### src/rtl/rtoc_pkg.sv
`default_nettype none
package rtoc_pkg;
   // indices of the internal register space; byte address is index times 4
   localparam logic [3:0] RTOC_IDX_CAPTURE0 = 4'h0;
   localparam logic [3:0] RTOC_IDX_CAPTURE3 = 4'h3;
   localparam logic [3:0] RTOC_IDX_CONTROL = 4'h4;
   localparam logic [3:0] RTOC_IDX_OSC_CTRL = 4'h5;
   localparam logic [3:0] RTOC_IDX_ALARM0 = 4'h8;
   localparam logic [3:0] RTOC_IDX_ALARM3 = 4'hb;
   localparam logic [3:0] RTOC_IDX_IRQ_STATUS = 4'hc;
   localparam logic [3:0] RTOC_IDX_IRQ_MASK = 4'hd;
   localparam logic [3:0] RTOC_IDX_TIMER_NOW = 4'he;
   // control register fields
   localparam int RTOC_CTL_RUN = 4;
   localparam int RTOC_CTL_AEN = 3;
   localparam int RTOC_CTL_ALARM_FLAG_AUTORESET = 2;
   localparam int RTOC_CTL_SET = 1;
   localparam int RTOC_CTL_CAP = 0;
   // oscillator control fields
   localparam int RTOC_OSC_AGC = 7;
   localparam int RTOC_OSC_MODE = 6;
   localparam int RTOC_OSC_BIAS = 5;
   localparam int RTOC_OSC_VLD = 4;
   localparam int RTOC_OSC_LFO = 3;
   localparam logic [7:0] RTOC_OSC_RESET = 8'h00;
   // interrupt status bits
   localparam int RTOC_IRQ_ALARM = 0;
   localparam int RTOC_IRQ_SET_DONE = 1;
   localparam int RTOC_IRQ_CAP_DONE = 2;
   localparam logic [1:0] RTOC_RESP_OKAY = 2'b00;
   localparam logic [1:0] RTOC_RESP_SLVERR = 2'b10;
   // final count of a set or capture strobe, which stays high 3 cycles before it completes
   localparam logic [1:0] RTOC_XFER_CYCLES = 2'h2;
endpackage
`default_nettype wire

### src/rtl/rtoc_core.sv
`default_nettype none
// clock control block: timer, alarm, oscillator control, axi4-lite slave
module rtoc_core
   import rtoc_pkg::*;
#(
   parameter int TIMER_WIDTH = 32
) (
   input wire logic core_clk,
   input wire logic reset,
   input wire logic clk_en,
   input wire logic [5:0] s_axi_awaddr,
   input wire logic s_axi_awvalid,
   output logic s_axi_awready,
   input wire logic [31:0] s_axi_wdata,
   input wire logic [3:0] s_axi_wstrb,
   input wire logic s_axi_wvalid,
   output logic s_axi_wready,
   output logic [1:0] s_axi_bresp,
   output logic s_axi_bvalid,
   input wire logic s_axi_bready,
   input wire logic [5:0] s_axi_araddr,
   input wire logic s_axi_arvalid,
   output logic s_axi_arready,
   output logic [31:0] s_axi_rdata,
   output logic [1:0] s_axi_rresp,
   output logic s_axi_rvalid,
   input wire logic s_axi_rready,
   input wire logic osc_amplitude_ok,
   output logic gain_control_enable,
   output logic oscillator_mode_select,
   output logic bias_double_enable,
   output logic low_freq_osc_select,
   output logic crystal_osc_enable,
   output logic alarm_active,
   output logic irq
);
   typedef struct packed {
      logic aw_held;
      logic [3:0] aw_idx;
      logic w_held;
      logic [31:0] w_data;
      logic w_lane0;
      logic bvalid;
      logic [1:0] bresp;
      logic rvalid;
      logic [31:0] rdata;
      logic [1:0] rresp;
      logic run;
      logic aen;
      logic alarm_flag;
      logic auto_reset;
      logic set_busy;
      logic cap_busy;
      logic [1:0] xfer_cnt;
      logic [31:0] capture;
      logic [31:0] alarm;
      logic [4:0] osc;
      logic [2:0] irq_status;
      logic [2:0] irq_mask;
      logic irq;
      logic crystal_en;
   } rtoc_core_t;
   rtoc_core_t st, next_st;

   logic [TIMER_WIDTH-1:0] timer_count;
   logic timer_match;
   logic timer_load;
   logic amp_ok;
   logic do_write;
   logic do_read;
   logic [3:0] ar_idx;
   logic [7:0] osc_read;
   logic [7:0] ctl_read;
   logic [31:0] rd_word;
   logic rd_err;
   logic wr_err;

   rtoc_sync #(
      .WIDTH(1)
   ) u_amp_sync (
      .core_clk(core_clk),
      .reset(reset),
      .clk_en(clk_en),
      .async_in(osc_amplitude_ok),
      .sync_out(amp_ok)
   );

   rtoc_timer #(
      .WIDTH(TIMER_WIDTH)
   ) u_timer (
      .core_clk(core_clk),
      .reset(reset),
      .clk_en(clk_en),
      .run(st.run),
      .load(timer_load),
      .load_value(st.capture),
      .alarm_value(st.alarm),
      .count(timer_count),
      .match(timer_match)
   );

   // the load fires in the last busy cycle, then the strobe drops
   assign timer_load = st.set_busy &&
                       (st.xfer_cnt == RTOC_XFER_CYCLES);

   // register views; low oscillator bits read zero
   always_comb begin
      osc_read = 8'h00;
      osc_read[RTOC_OSC_AGC] = st.osc[4];
      osc_read[RTOC_OSC_MODE] = st.osc[3];
      osc_read[RTOC_OSC_BIAS] = st.osc[2];
      osc_read[RTOC_OSC_VLD] = amp_ok;
      osc_read[RTOC_OSC_LFO] = st.osc[0];
      ctl_read = 8'h00;
      ctl_read[RTOC_CTL_RUN] = st.run;
      ctl_read[RTOC_CTL_AEN] = st.aen;
      ctl_read[RTOC_CTL_ALARM_FLAG_AUTORESET] = st.alarm_flag;
      ctl_read[RTOC_CTL_SET] = st.set_busy;
      ctl_read[RTOC_CTL_CAP] = st.cap_busy;
   end

   assign ar_idx = s_axi_araddr[5:2];
   assign do_read = s_axi_arvalid && !st.rvalid;
   assign do_write = st.aw_held && st.w_held && !st.bvalid;
   assign wr_err = (st.aw_idx > RTOC_IDX_IRQ_MASK) ||
                   (st.aw_idx == 4'h6) || (st.aw_idx == 4'h7) ||
                   (st.aw_idx == RTOC_IDX_IRQ_STATUS);

   // read mux; capture and alarm bytes one per word
   always_comb begin
      rd_word = 32'h0000_0000;
      rd_err = 1'b0;
      if (ar_idx <= RTOC_IDX_CAPTURE3) begin
         rd_word[7:0] = st.capture[8*ar_idx[1:0] +: 8];
      end else if (ar_idx >= RTOC_IDX_ALARM0 &&
                   ar_idx <= RTOC_IDX_ALARM3) begin
         rd_word[7:0] = st.alarm[8*ar_idx[1:0] +: 8];
      end else if (ar_idx == RTOC_IDX_CONTROL) begin
         rd_word[7:0] = ctl_read;
      end else if (ar_idx == RTOC_IDX_OSC_CTRL) begin
         rd_word[7:0] = osc_read;
      end else if (ar_idx == RTOC_IDX_IRQ_STATUS) begin
         rd_word[2:0] = st.irq_status;
      end else if (ar_idx == RTOC_IDX_IRQ_MASK) begin
         rd_word[2:0] = st.irq_mask;
      end else if (ar_idx == RTOC_IDX_TIMER_NOW) begin
         rd_word = timer_count;
      end else begin
         rd_err = 1'b1;
      end
   end

   // single next-state process for bus, control and events
   always_comb begin
      logic [2:0] events;
      events = 3'b000;
      next_st = st;
      if (clk_en) begin
         // write channels are taken independently
         if (s_axi_awvalid && !st.aw_held) begin
            next_st.aw_held = 1'b1;
            next_st.aw_idx = s_axi_awaddr[5:2];
         end
         if (s_axi_wvalid && !st.w_held) begin
            next_st.w_held = 1'b1;
            next_st.w_data = s_axi_wdata;
            next_st.w_lane0 = s_axi_wstrb[0];
         end
         if (st.bvalid && s_axi_bready) begin
            next_st.bvalid = 1'b0;
         end
         if (st.rvalid && s_axi_rready) begin
            next_st.rvalid = 1'b0;
         end

         // strobe sequencing; capture copies timer when it completes
         if (st.set_busy || st.cap_busy) begin
            if (st.xfer_cnt == RTOC_XFER_CYCLES) begin
               next_st.xfer_cnt = 2'h0;
               if (st.set_busy) begin
                  next_st.set_busy = 1'b0;
                  events[RTOC_IRQ_SET_DONE] = 1'b1;
               end else begin
                  next_st.capture = timer_count;
                  next_st.cap_busy = 1'b0;
                  events[RTOC_IRQ_CAP_DONE] = 1'b1;
               end
            end else begin
               next_st.xfer_cnt = st.xfer_cnt + 2'h1;
            end
         end

         // alarm match; auto reset clears the flag a cycle after the event
         if (st.aen && timer_match && !st.alarm_flag) begin
            next_st.alarm_flag = 1'b1;
            events[RTOC_IRQ_ALARM] = 1'b1;
         end

         if (do_write) begin
            next_st.aw_held = 1'b0;
            next_st.w_held = 1'b0;
            next_st.bvalid = 1'b1;
            next_st.bresp = wr_err ? RTOC_RESP_SLVERR : RTOC_RESP_OKAY;
            if (!wr_err && st.w_lane0) begin
               if (st.aw_idx <= RTOC_IDX_CAPTURE3) begin
                  next_st.capture[8*st.aw_idx[1:0] +: 8] = st.w_data[7:0];
               end else if (st.aw_idx >= RTOC_IDX_ALARM0 &&
                            st.aw_idx <= RTOC_IDX_ALARM3) begin
                  next_st.alarm[8*st.aw_idx[1:0] +: 8] = st.w_data[7:0];
               end else if (st.aw_idx == RTOC_IDX_CONTROL) begin
                  next_st.run = st.w_data[RTOC_CTL_RUN];
                  next_st.aen = st.w_data[RTOC_CTL_AEN];
                  next_st.auto_reset = st.w_data[RTOC_CTL_ALARM_FLAG_AUTORESET];
                  // disable clears the flag even over a same-cycle match
                  if (!st.w_data[RTOC_CTL_AEN]) begin
                     next_st.alarm_flag = 1'b0;
                  end
                  // one transfer at a time; set wins over capture
                  if (!st.set_busy && !st.cap_busy) begin
                     if (st.w_data[RTOC_CTL_SET]) begin
                        next_st.set_busy = 1'b1;
                        next_st.xfer_cnt = 2'h0;
                     end else if (st.w_data[RTOC_CTL_CAP]) begin
                        next_st.cap_busy = 1'b1;
                        next_st.xfer_cnt = 2'h0;
                     end
                  end
               end else if (st.aw_idx == RTOC_IDX_OSC_CTRL) begin
                  next_st.osc[4] = st.w_data[RTOC_OSC_AGC];
                  next_st.osc[3] = st.w_data[RTOC_OSC_MODE];
                  next_st.osc[2] = st.w_data[RTOC_OSC_BIAS];
                  next_st.osc[0] = st.w_data[RTOC_OSC_LFO];
               end else if (st.aw_idx == RTOC_IDX_IRQ_MASK) begin
                  next_st.irq_mask = st.w_data[2:0];
               end
            end
         end

         // auto reset drops the flag a cycle after the event is seen
         if (st.auto_reset && st.alarm_flag && !events[RTOC_IRQ_ALARM]) begin
            next_st.alarm_flag = 1'b0;
         end

         if (do_read) begin
            next_st.rvalid = 1'b1;
            next_st.rdata = rd_word;
            next_st.rresp = rd_err ? RTOC_RESP_SLVERR : RTOC_RESP_OKAY;
            if (ar_idx == RTOC_IDX_IRQ_STATUS) begin
               next_st.irq_status = 3'b000;
            end
         end
         // new events win over the read clear
         next_st.irq_status = next_st.irq_status | events;
         next_st.irq = |(next_st.irq_status & next_st.irq_mask);
         // lfo overrides the mode bit
         next_st.crystal_en = next_st.osc[3] && !next_st.osc[0];
      end
   end

   always_ff @(posedge core_clk) begin
      if (reset) begin
         st <= '0;
      end else begin
         st <= next_st;
      end
   end

   assign s_axi_awready = clk_en && !st.aw_held;
   assign s_axi_wready = clk_en && !st.w_held;
   assign s_axi_arready = clk_en && !st.rvalid;
   assign s_axi_bvalid = st.bvalid;
   assign s_axi_bresp = st.bresp;
   assign s_axi_rvalid = st.rvalid;
   assign s_axi_rdata = st.rdata;
   assign s_axi_rresp = st.rresp;
   assign gain_control_enable = st.osc[4];
   assign oscillator_mode_select = st.osc[3];
   assign bias_double_enable = st.osc[2];
   assign low_freq_osc_select = st.osc[0];
   assign crystal_osc_enable = st.crystal_en;
   assign alarm_active = st.alarm_flag;
   assign irq = st.irq;
endmodule
`default_nettype wire

### src/rtl/rtoc_sync.sv
`default_nettype none
// two-flop synchroniser, two stages per bit
module rtoc_sync
   import rtoc_pkg::*;
#(
   parameter int WIDTH = 1
) (
   input wire logic core_clk,
   input wire logic reset,
   input wire logic clk_en,
   input wire logic [WIDTH-1:0] async_in,
   output logic [WIDTH-1:0] sync_out
);
   typedef struct packed {
      logic [WIDTH-1:0] meta;
      logic [WIDTH-1:0] stable;
   } rtoc_sync_t;
   rtoc_sync_t st, next_st;

   // the first stage feeds only the second
   always_comb begin
      next_st = st;
      if (clk_en) begin
         next_st.meta = async_in;
         next_st.stable = st.meta;
      end
   end

   always_ff @(posedge core_clk) begin
      if (reset) begin
         st <= '0;
      end else begin
         st <= next_st;
      end
   end

   assign sync_out = st.stable;
endmodule
`default_nettype wire

### src/rtl/rtoc_timer.sv
`default_nettype none
// 32-bit timer with load, alarm compare
module rtoc_timer
   import rtoc_pkg::*;
#(
   parameter int WIDTH = 32
) (
   input wire logic core_clk,
   input wire logic reset,
   input wire logic clk_en,
   input wire logic run,
   input wire logic load,
   input wire logic [WIDTH-1:0] load_value,
   input wire logic [WIDTH-1:0] alarm_value,
   output logic [WIDTH-1:0] count,
   output logic match
);
   typedef struct packed {
      logic [WIDTH-1:0] count;
   } rtoc_timer_t;
   rtoc_timer_t st, next_st;

   // load beats counting, so a set lands exactly on the loaded value
   always_comb begin
      next_st = st;
      if (clk_en) begin
         if (load) begin
            next_st.count = load_value;
         end else if (run) begin
            next_st.count = st.count + WIDTH'(1);
         end
      end
   end

   always_ff @(posedge core_clk) begin
      if (reset) begin
         st <= '0;
      end else begin
         st <= next_st;
      end
   end

   assign count = st.count;
   assign match = run && (st.count == alarm_value);
endmodule
`default_nettype wire

### config.mk
export PLATFORM = sky130hd
export DESIGN_NAME = rtoc_core
export DESIGN_NICKNAME = d
export VERILOG_FILES = /design/src/rtl/rtoc_pkg.sv /design/src/rtl/rtoc_core.sv /design/src/rtl/rtoc_sync.sv /design/src/rtl/rtoc_timer.sv
export SDC_FILE = /design/constraint.sdc
export NUM_CORES = 1
export LEC_CHECK = 0
export ABC_AREA = 1
export BUFFER_PORTS_ARGS = -buffer_cell sky130_fd_sc_hd__buf_2
export CAP_MARGIN = 20
export CELL_PAD_IN_SITES_DETAIL_PLACEMENT = 1
export CELL_PAD_IN_SITES_GLOBAL_PLACEMENT = 2
export CORE_AREA = 2 2 189 191
export DETAILED_ROUTE_END_ITERATION = 10
export DIE_AREA = 0 0 191 193
export PLACE_DENSITY_LB_ADDON = 0.15
export SLEW_MARGIN = 20
export SYNTH_ARGS = -nofsm -noshare
export SYNTH_HDL_FRONTEND = slang
export SYNTH_SLANG_ARGS = --single-unit
### constraint.sdc
create_clock -name core_clk -period 2.35 [get_ports core_clk]
set_input_delay 0.1175 -clock core_clk [delete_from_list [all_inputs] [get_ports core_clk]]
set_output_delay 0.1175 -clock core_clk [all_outputs]
set_load 0.01 [all_outputs]
Yosys cells after proc, flatten, opt, wreduce, memory -nomap -nowiden
Cells that the tools add are included.
W data, S select, Z words.
Storage, ports and cells
  register bits after elaboration: 195
  input port bits: 57
  output and inout port bits: 48
Operators by class
  add/sub/neg operators: 3
  order comparisons: 7
  equal/unequal tests: 21
  shift operators: 4
  multiplexer cells: 86
  bitwise gates (word level): 2
  reductions and logical operators: 53
Operator list (count)
  $mux W75: 3
  $mux W32: 7
  $mux W24: 4
  $mux W36: 2
  $mux W35: 2
  $bwmux W32: 2
  $shiftx A32 B6 Y8: 2
  $mux W29: 2
  $mux W8: 7
  $mux W3: 18
  $mux W34: 1
  $neg A5 Y34: 1
  $shift A8 B34 Y32 const A: 1
  $shiftx A8 B34 Y32: 1
  $add A32 B1 Y32 const B: 1
  $eq A32 B32 Y1: 1
  $mux W1: 28
  $eq A4 B3 Y1 const B: 6
  $logic_and A1 B1 Y1: 21
  $eq A4 B4 Y1 const B: 5
  $reduce_and A2 Y1: 9
  $mux W2: 8
  $logic_not A1 Y1: 10
  $ne A2 B1 Y1 const B: 5
  17 further kinds: 29

Logic depth before layout (Yosys ltp)
  depth after elaboration: 14
  gate-level depth with buffers: 16

Modules after synthesis
Synthesis repeated with hierarchy kept, for this count alone.
Second synthesis, totals
  cells, all modules: 1586
  area, all modules: 10186.0 sq um
By module, submodules not included
  rtoc_core: times used 1, cells each 1071, area an instance 7288.2 sq um, seq. area each 2702.6 sq um
  rtoc_timer: times used 1, cells each 502, area an instance 2813.9 sq um, seq. area each 640.6 sq um
  rtoc_sync: times used 1, cells each 13, area an instance 83.8 sq um, seq. area each 40.0 sq um

Worst setup path before layout
No wires, ideal clock.
  kind: register -> register
  start: reg st[157] (netlist bit)
  end: reg st[78] (netlist bit)
  library setup time: 0.132 ns
  arrival: 2.184 ns
  slack: 0.033 ns
  cell stages (with the launch flop): 16
  path buffers: 3
  period minus slack after synthesis: 2.317 ns
  cells stage by stage: dfxtp_1 clkbuf_1 inv_1 ha_1 clkinv_4 nand2_2 nand2_2 nand3_2 nor2_4 buf_6 buf_6 o211ai_1 nand2_1 inv_1 o21ai_0 a21oi_1
On the way
  word-level cells in the longest chain between the ends: 9
  elaborated cells on any way between the ends: 20
  classes of those cells: order compare: 4; eq/ne: 4; mux: 6; reduce/logical: 6
RTL lines
  start, declared: line rtoc_core.sv:63  | rtoc_core_t st, next_st;
  start signal, assigned: line rtoc_core.sv:264  | st <= next_st;
  $gt A4 B4 Y1 or $eq A4 B3 Y1 (tied branches): line rtoc_core.sv:125, rtoc_core.sv:126
  $logic_or A1 B1 Y1: line rtoc_core.sv:125  | assign wr_err = (st.aw_idx > RTOC_IDX_IRQ_MASK) ||
  $logic_or A1 B1 Y1 (2 in a row): line rtoc_core.sv:126  | (st.aw_idx == 4'h6) || (st.aw_idx == 4'h7) ||
  $logic_not A1 Y1: line rtoc_core.sv:204  | if (!wr_err && st.w_lane0) begin
  $logic_and A1 B1 Y1: line rtoc_core.sv:204
  $mux W75 (*): line rtoc_core.sv:204
  $mux W75 (*): line rtoc_core.sv:199  | if (do_write) begin
  $mux W75 (*): line rtoc_core.sv:158  | if (clk_en) begin
Every way passes the cells marked *; elsewhere a longest branch is shown, timed or not. The select of a mux whose other input is x is not followed.
A chain may end at the register's enable or synchronous reset.

Worst setup path after layout
  start: reg st[157] (netlist bit)
  end: reg st[14] (netlist bit)
On the way
  word-level cells in the longest chain between the ends: 8
  elaborated cells on any way between the ends: 26
  classes of those cells: add/sub: 1; order compare: 4; eq/ne: 6; shift: 2; mux: 6; reduce/logical: 7
RTL lines
  $neg A5 Y34 (tied with other cells): line rtoc_core.sv:209  | next_st.alarm[8*st.aw_idx[1:0] +: 8] = st.w_data[7:0];
  $shiftx A8 B34 Y32 (tied with other cells): line rtoc_core.sv:209
  $bwmux W32 or $logic_or A1 B1 Y1 (tied branches): line rtoc_core.sv:209, rtoc_core.sv:126
  $mux W32 or $logic_or A1 B1 Y1 (tied branches): line rtoc_core.sv:207, rtoc_core.sv:126
  $mux W35 or $logic_not A1 Y1 (tied branches): line rtoc_core.sv:205, rtoc_core.sv:204
  $mux W75 or $logic_and A1 B1 Y1 (tied branches): line rtoc_core.sv:204
  $mux W75 or $ne A2 B1 Y1 (tied branches)
  $mux W75 or $reduce_and A5 Y1 (tied branches)
Parallel ways exist; a longest one is shown, timed or not. The select of a mux whose other input is x is not followed.

==> impl_metrics.env <==
export IMPL_slew_headroom=0.436
export IMPL_outcome="finished clean"
export IMPL_cts_tree="yes"
export IMPL_swShare=0.296
export IMPL_finalCriticalPeriod_ps=2130
export IMPL_holdPathStages=3
export IMPL_clk_pin_slew_ps=80
export IMPL_gp_congestion=0.936
export IMPL_max_cap_violations=0
export IMPL_final_layout_size_suffix_gt1_frac=0.133
export IMPL_ys_seq_elements=169
export IMPL_min_to="st[78]"
export IMPL_synthAdderAreaFrac=0.00881
export IMPL_cp_cell_sequence="inv_1 > ha_1 > clkinv_4 > nand2_2 > nand2_2 > nand3_2 > nor2_4 > buf_4 > buf_4 > nand2_2 > nor4_1 > nor2_1 > nor2_1"
export IMPL_finalCritPeriodShare=0.905
export IMPL_placedCellCount=2037
export IMPL_fin_nets=1677
export IMPL_grt_pass1_wl_um=66400
export IMPL_cts_sinks=169
export IMPL_antenna_found_initial=1
export IMPL_io_pins=105
export IMPL_die_area_um2=36900
export IMPL_avgSynthCellArea_um2=6.39
export IMPL_holdCritPathClass="in -> reg"
export IMPL_skew_ps=11.9
export IMPL_syn_cell_area_um2=9940
export IMPL_io_buffers=71
export IMPL_critPathMaxStageDelay_ps=390
export IMPL_final_setup_tns_ps=0
export IMPL_fmax_mhz=470
export IMPL_drt_iter0_markers=789
export IMPL_synth_simple_area_share=0.289
export IMPL_design_core_area_um2=35000
export IMPL_cp_common_cell="nand2_2"
export IMPL_leakage_nw=4.39
export IMPL_worstHoldStart="clk_en"
export IMPL_grt_start_max_net_pins=105
export IMPL_grt_pass1_vias=10300
export IMPL_seq_area_frac_synth=0.340
export IMPL_yosysTopAreaCellShare=0.340
export IMPL_required_ps=2740
export IMPL_synth_area_top_cells="dfxtp_1 (34%), nand2_1 (15%), a21oi_1 (10%)"
export IMPL_vdd_ir_drop_max_uv=540
export IMPL_wire_per_inst_um=21.4
export IMPL_tightest_slew_ps=845
export IMPL_synth_xor_area_share=0.00969
export IMPL_finalHoldViolations=0
export IMPL_arrival_ps=2510
export IMPL_areaGrowthSynthToFinish_pct=17.0
export IMPL_criticalPathCategory="reg -> reg"
export IMPL_detail_route_first_pass_iterations=4
export IMPL_htree_levels=4
export IMPL_ctsRootBufferMaster="clkbuf_16"
export IMPL_final_antenna_net_count=0
export IMPL_r2r_start="st[157]"
export IMPL_crit_path_start_kind="flip-flop"
export IMPL_p_comb_frac=0.093
export IMPL_diodes=0
export IMPL_initial_core_util=0.284
export IMPL_synth_compound_area_share=0.228
export IMPL_dp_hpwl_um=34700
export IMPL_cts_buffers=17
export IMPL_pwr_share_seq=0.454
export IMPL_num_rows=69
export IMPL_cp_end_kind="flip-flop"
export IMPL_synth_ff_type="dfxtp_1"
export IMPL_vias_per_cell=5.03
export IMPL_drt_wl_total_um=44700
export IMPL_final_cells=2087
export IMPL_num_vias=10500
export IMPL_grt_use_total=0.246
export IMPL_synth_mux_area_frac=0.00113
export IMPL_drcViolationCount=0
export IMPL_critPathMaxFanout=7
export IMPL_clk_latency_ps=460
export IMPL_synth_top_area_cell="dfxtp_1"
export IMPL_p_switching_mw=1.96
export IMPL_internal_power_mw=4.68
export IMPL_grt_overflow_total=0
export IMPL_cp_top_family="simple AND/OR/NAND/NOR gates"
export IMPL_power_density_nw_per_um2=571
export IMPL_rsz0062_at_grt="no"
export IMPL_fp_dieW_um=191
export IMPL_synth_edf_count=0
export IMPL_die_h_um=193
export IMPL_yosys_warnings=0
export IMPL_postSynthCellCount=1555
export IMPL_synth_top_family_by_area="simple AND/OR/NAND/NOR gates"
export IMPL_clockBufferDepth=2
export IMPL_clkPwrFrac=0.453
export IMPL_reg2reg_to="st[14]"
export IMPL_async_flop_share=0
export IMPL_final_max_slew_violation_count=0
export IMPL_crit_path_top_delay_cell="dfxtp_1"
export IMPL_ff2ff_setup_slack_ps=220
export IMPL_setup_viol=0
export IMPL_crit_buf_inv=4
export IMPL_reg2reg_depth=13
export IMPL_synth_cell_types=47
## flip-flops by register name, summed over array words and instances (netlist names), 4 cells and up
signal	flops
u_timer.count	32
ctl_read	4
s_axi_rdata	32
st	88
## routing by layer
layer | global-route usage | vias up | wire, µm | share of wire
li1 | - | 5228 | - | -
met1 | 0.344 | 5046 | 22000 | 0.49
met2 | 0.392 | 194 | 20200 | 0.45
met3 | 0.0235 | 40 | 1280 | 0.029
met4 | 0.0903 | 0 | 1250 | 0.028
met5 | 0 | - | 0 | 0
## cells by family after synthesis
| family | count (synthesis) |
|---|---|
| AND/OR/NAND/NOR | 680 |
| multiplexers | 1 |
| buffers and inverters | 279 |
| flip-flops | 169 |
| AO/OA/AOI/OAI | 407 |
| adder cells (fa/ha/maj) | 7 |
| other | 1 |
| XOR/XNOR | 11 |
## power by group through the flow
stage               logic, mW  clock network (mW)  registers [mW]
floorplan               0.382                   0            3.04
global placement        0.597                   0            3.08
detailed placement      0.601                   0            3.08
CTS                     0.623                3.10            3.01
global route            0.693                3.20            3.02
finish                  0.620                3.01            3.01
## worst max path at each step
stage	start	end	slack, ps	cells after the start
after floorplan	st[157]	st[78]	30	15
after global placement	st[157]	st[62]	150	13
after detailed placement	st[157]	st[62]	70	13
after CTS	st[157]	st[62]	40	13
after global routing	st[158]	st[33]	3	13
final	st[157]	st[14]	220	13
## metrics by stage
step | hold slack [ps] | setup slack, ps | cell area, µm² | power, mW | util
floorplan | 252 | 33.4 | 9940 | 3.42 | -
global placement | 340 | 151 | 10800 | 3.67 | 0.309
detailed placement | 357 | 65.1 | 10800 | 3.68 | 0.309
CTS | 4.95 | 41.0 | 11600 | 6.74 | 0.331
global route | 42.9 | 3.23 | 11600 | 6.92 | 0.333
finish | 30.1 | 224 | 11600 | 6.64 | 0.333
## cell usage after synthesis (4+ instances only)
library cell	count
a31oi_1	8
o221ai_1	8
a22oi_1	7
nand3_1	90
buf_1	6
o22ai_1	6
nand4_1	14
a41oi_1	4
buf_2	10
a211oi_1	5
buf_4	36
o211ai_1	27
inv_2	6
nand2_2	5
nor2_2	9
nand3_2	6
dfxtp_1	169
nor3_1	23
inv_1	154
ha_1	7
nand2_1	402
a21oi_1	198
nor4_1	8
o21ai_0	128
xor2_1	5
xnor2_1	6
clkbuf_1	63
nor2_1	115
## layout make-up
cell class / count / area (µm²)
multi-input combinational: 1108 / 5390
fill: 4500 / 23300
tap: 461 / 577
sequential: 169 / 3380
clock inverter: 14 / 175
clock buffer: 18 / 439
timing repair buffer: 155 / 1050
inverter: 162 / 613
## worst register-to-register path, delay by kind of cell, from the launching register on
family                     cells  cell delay (ps)
and+or+nand+nor                8              970
adders and majority gates      1              260
DFF                            1              390
buffers and inverters          4              440
## repair_timing
| item | in CTS | in global routing |
|---|---|---|
| hold buffers | 16 | 0 |
| hold endpoints to repair | 16 | 0 |
| buffers inserted | 0 | 2 |
| setup endpoints to repair | 0 | 24 |
| resized for setup | 0 | 7 |
## cells in the final DEF, fill, tap and decap left out, types with 3 or more instances in the layout
master         Yosys  final
a211oi_1           5      5
clkbuf_16          0     17
o221ai_1           8      8
xnor2_1            6      6
a21oi_1          198    198
ha_1               7      7
o22ai_1            6      6
nor2_2             9     10
nand3_1           90     89
nor3_1            23     20
inv_1            154    153
dlygate4sd3_1      0     16
buf_2             10     70
nand2_1          402    401
nor2_1           115    114
nor4_1             8      8
o21ai_0          128    128
clkinv_8           0      3
nor3_2             2      5
nand4_1           14     14
o31ai_1            3      3
inv_6              0      3
inv_2              6      7
a31oi_1            8      8
clkinv_4           1      3
buf_4             36     67
a41oi_1            4      4
o211ai_1          27     27
inv_8              0      4
dfxtp_1          169    169
a22oi_1            7      7
nand3_2            6      6
nand2_2            5      6
xor2_1             5      5
Note: power is estimated with default switching activity, not from simulation.
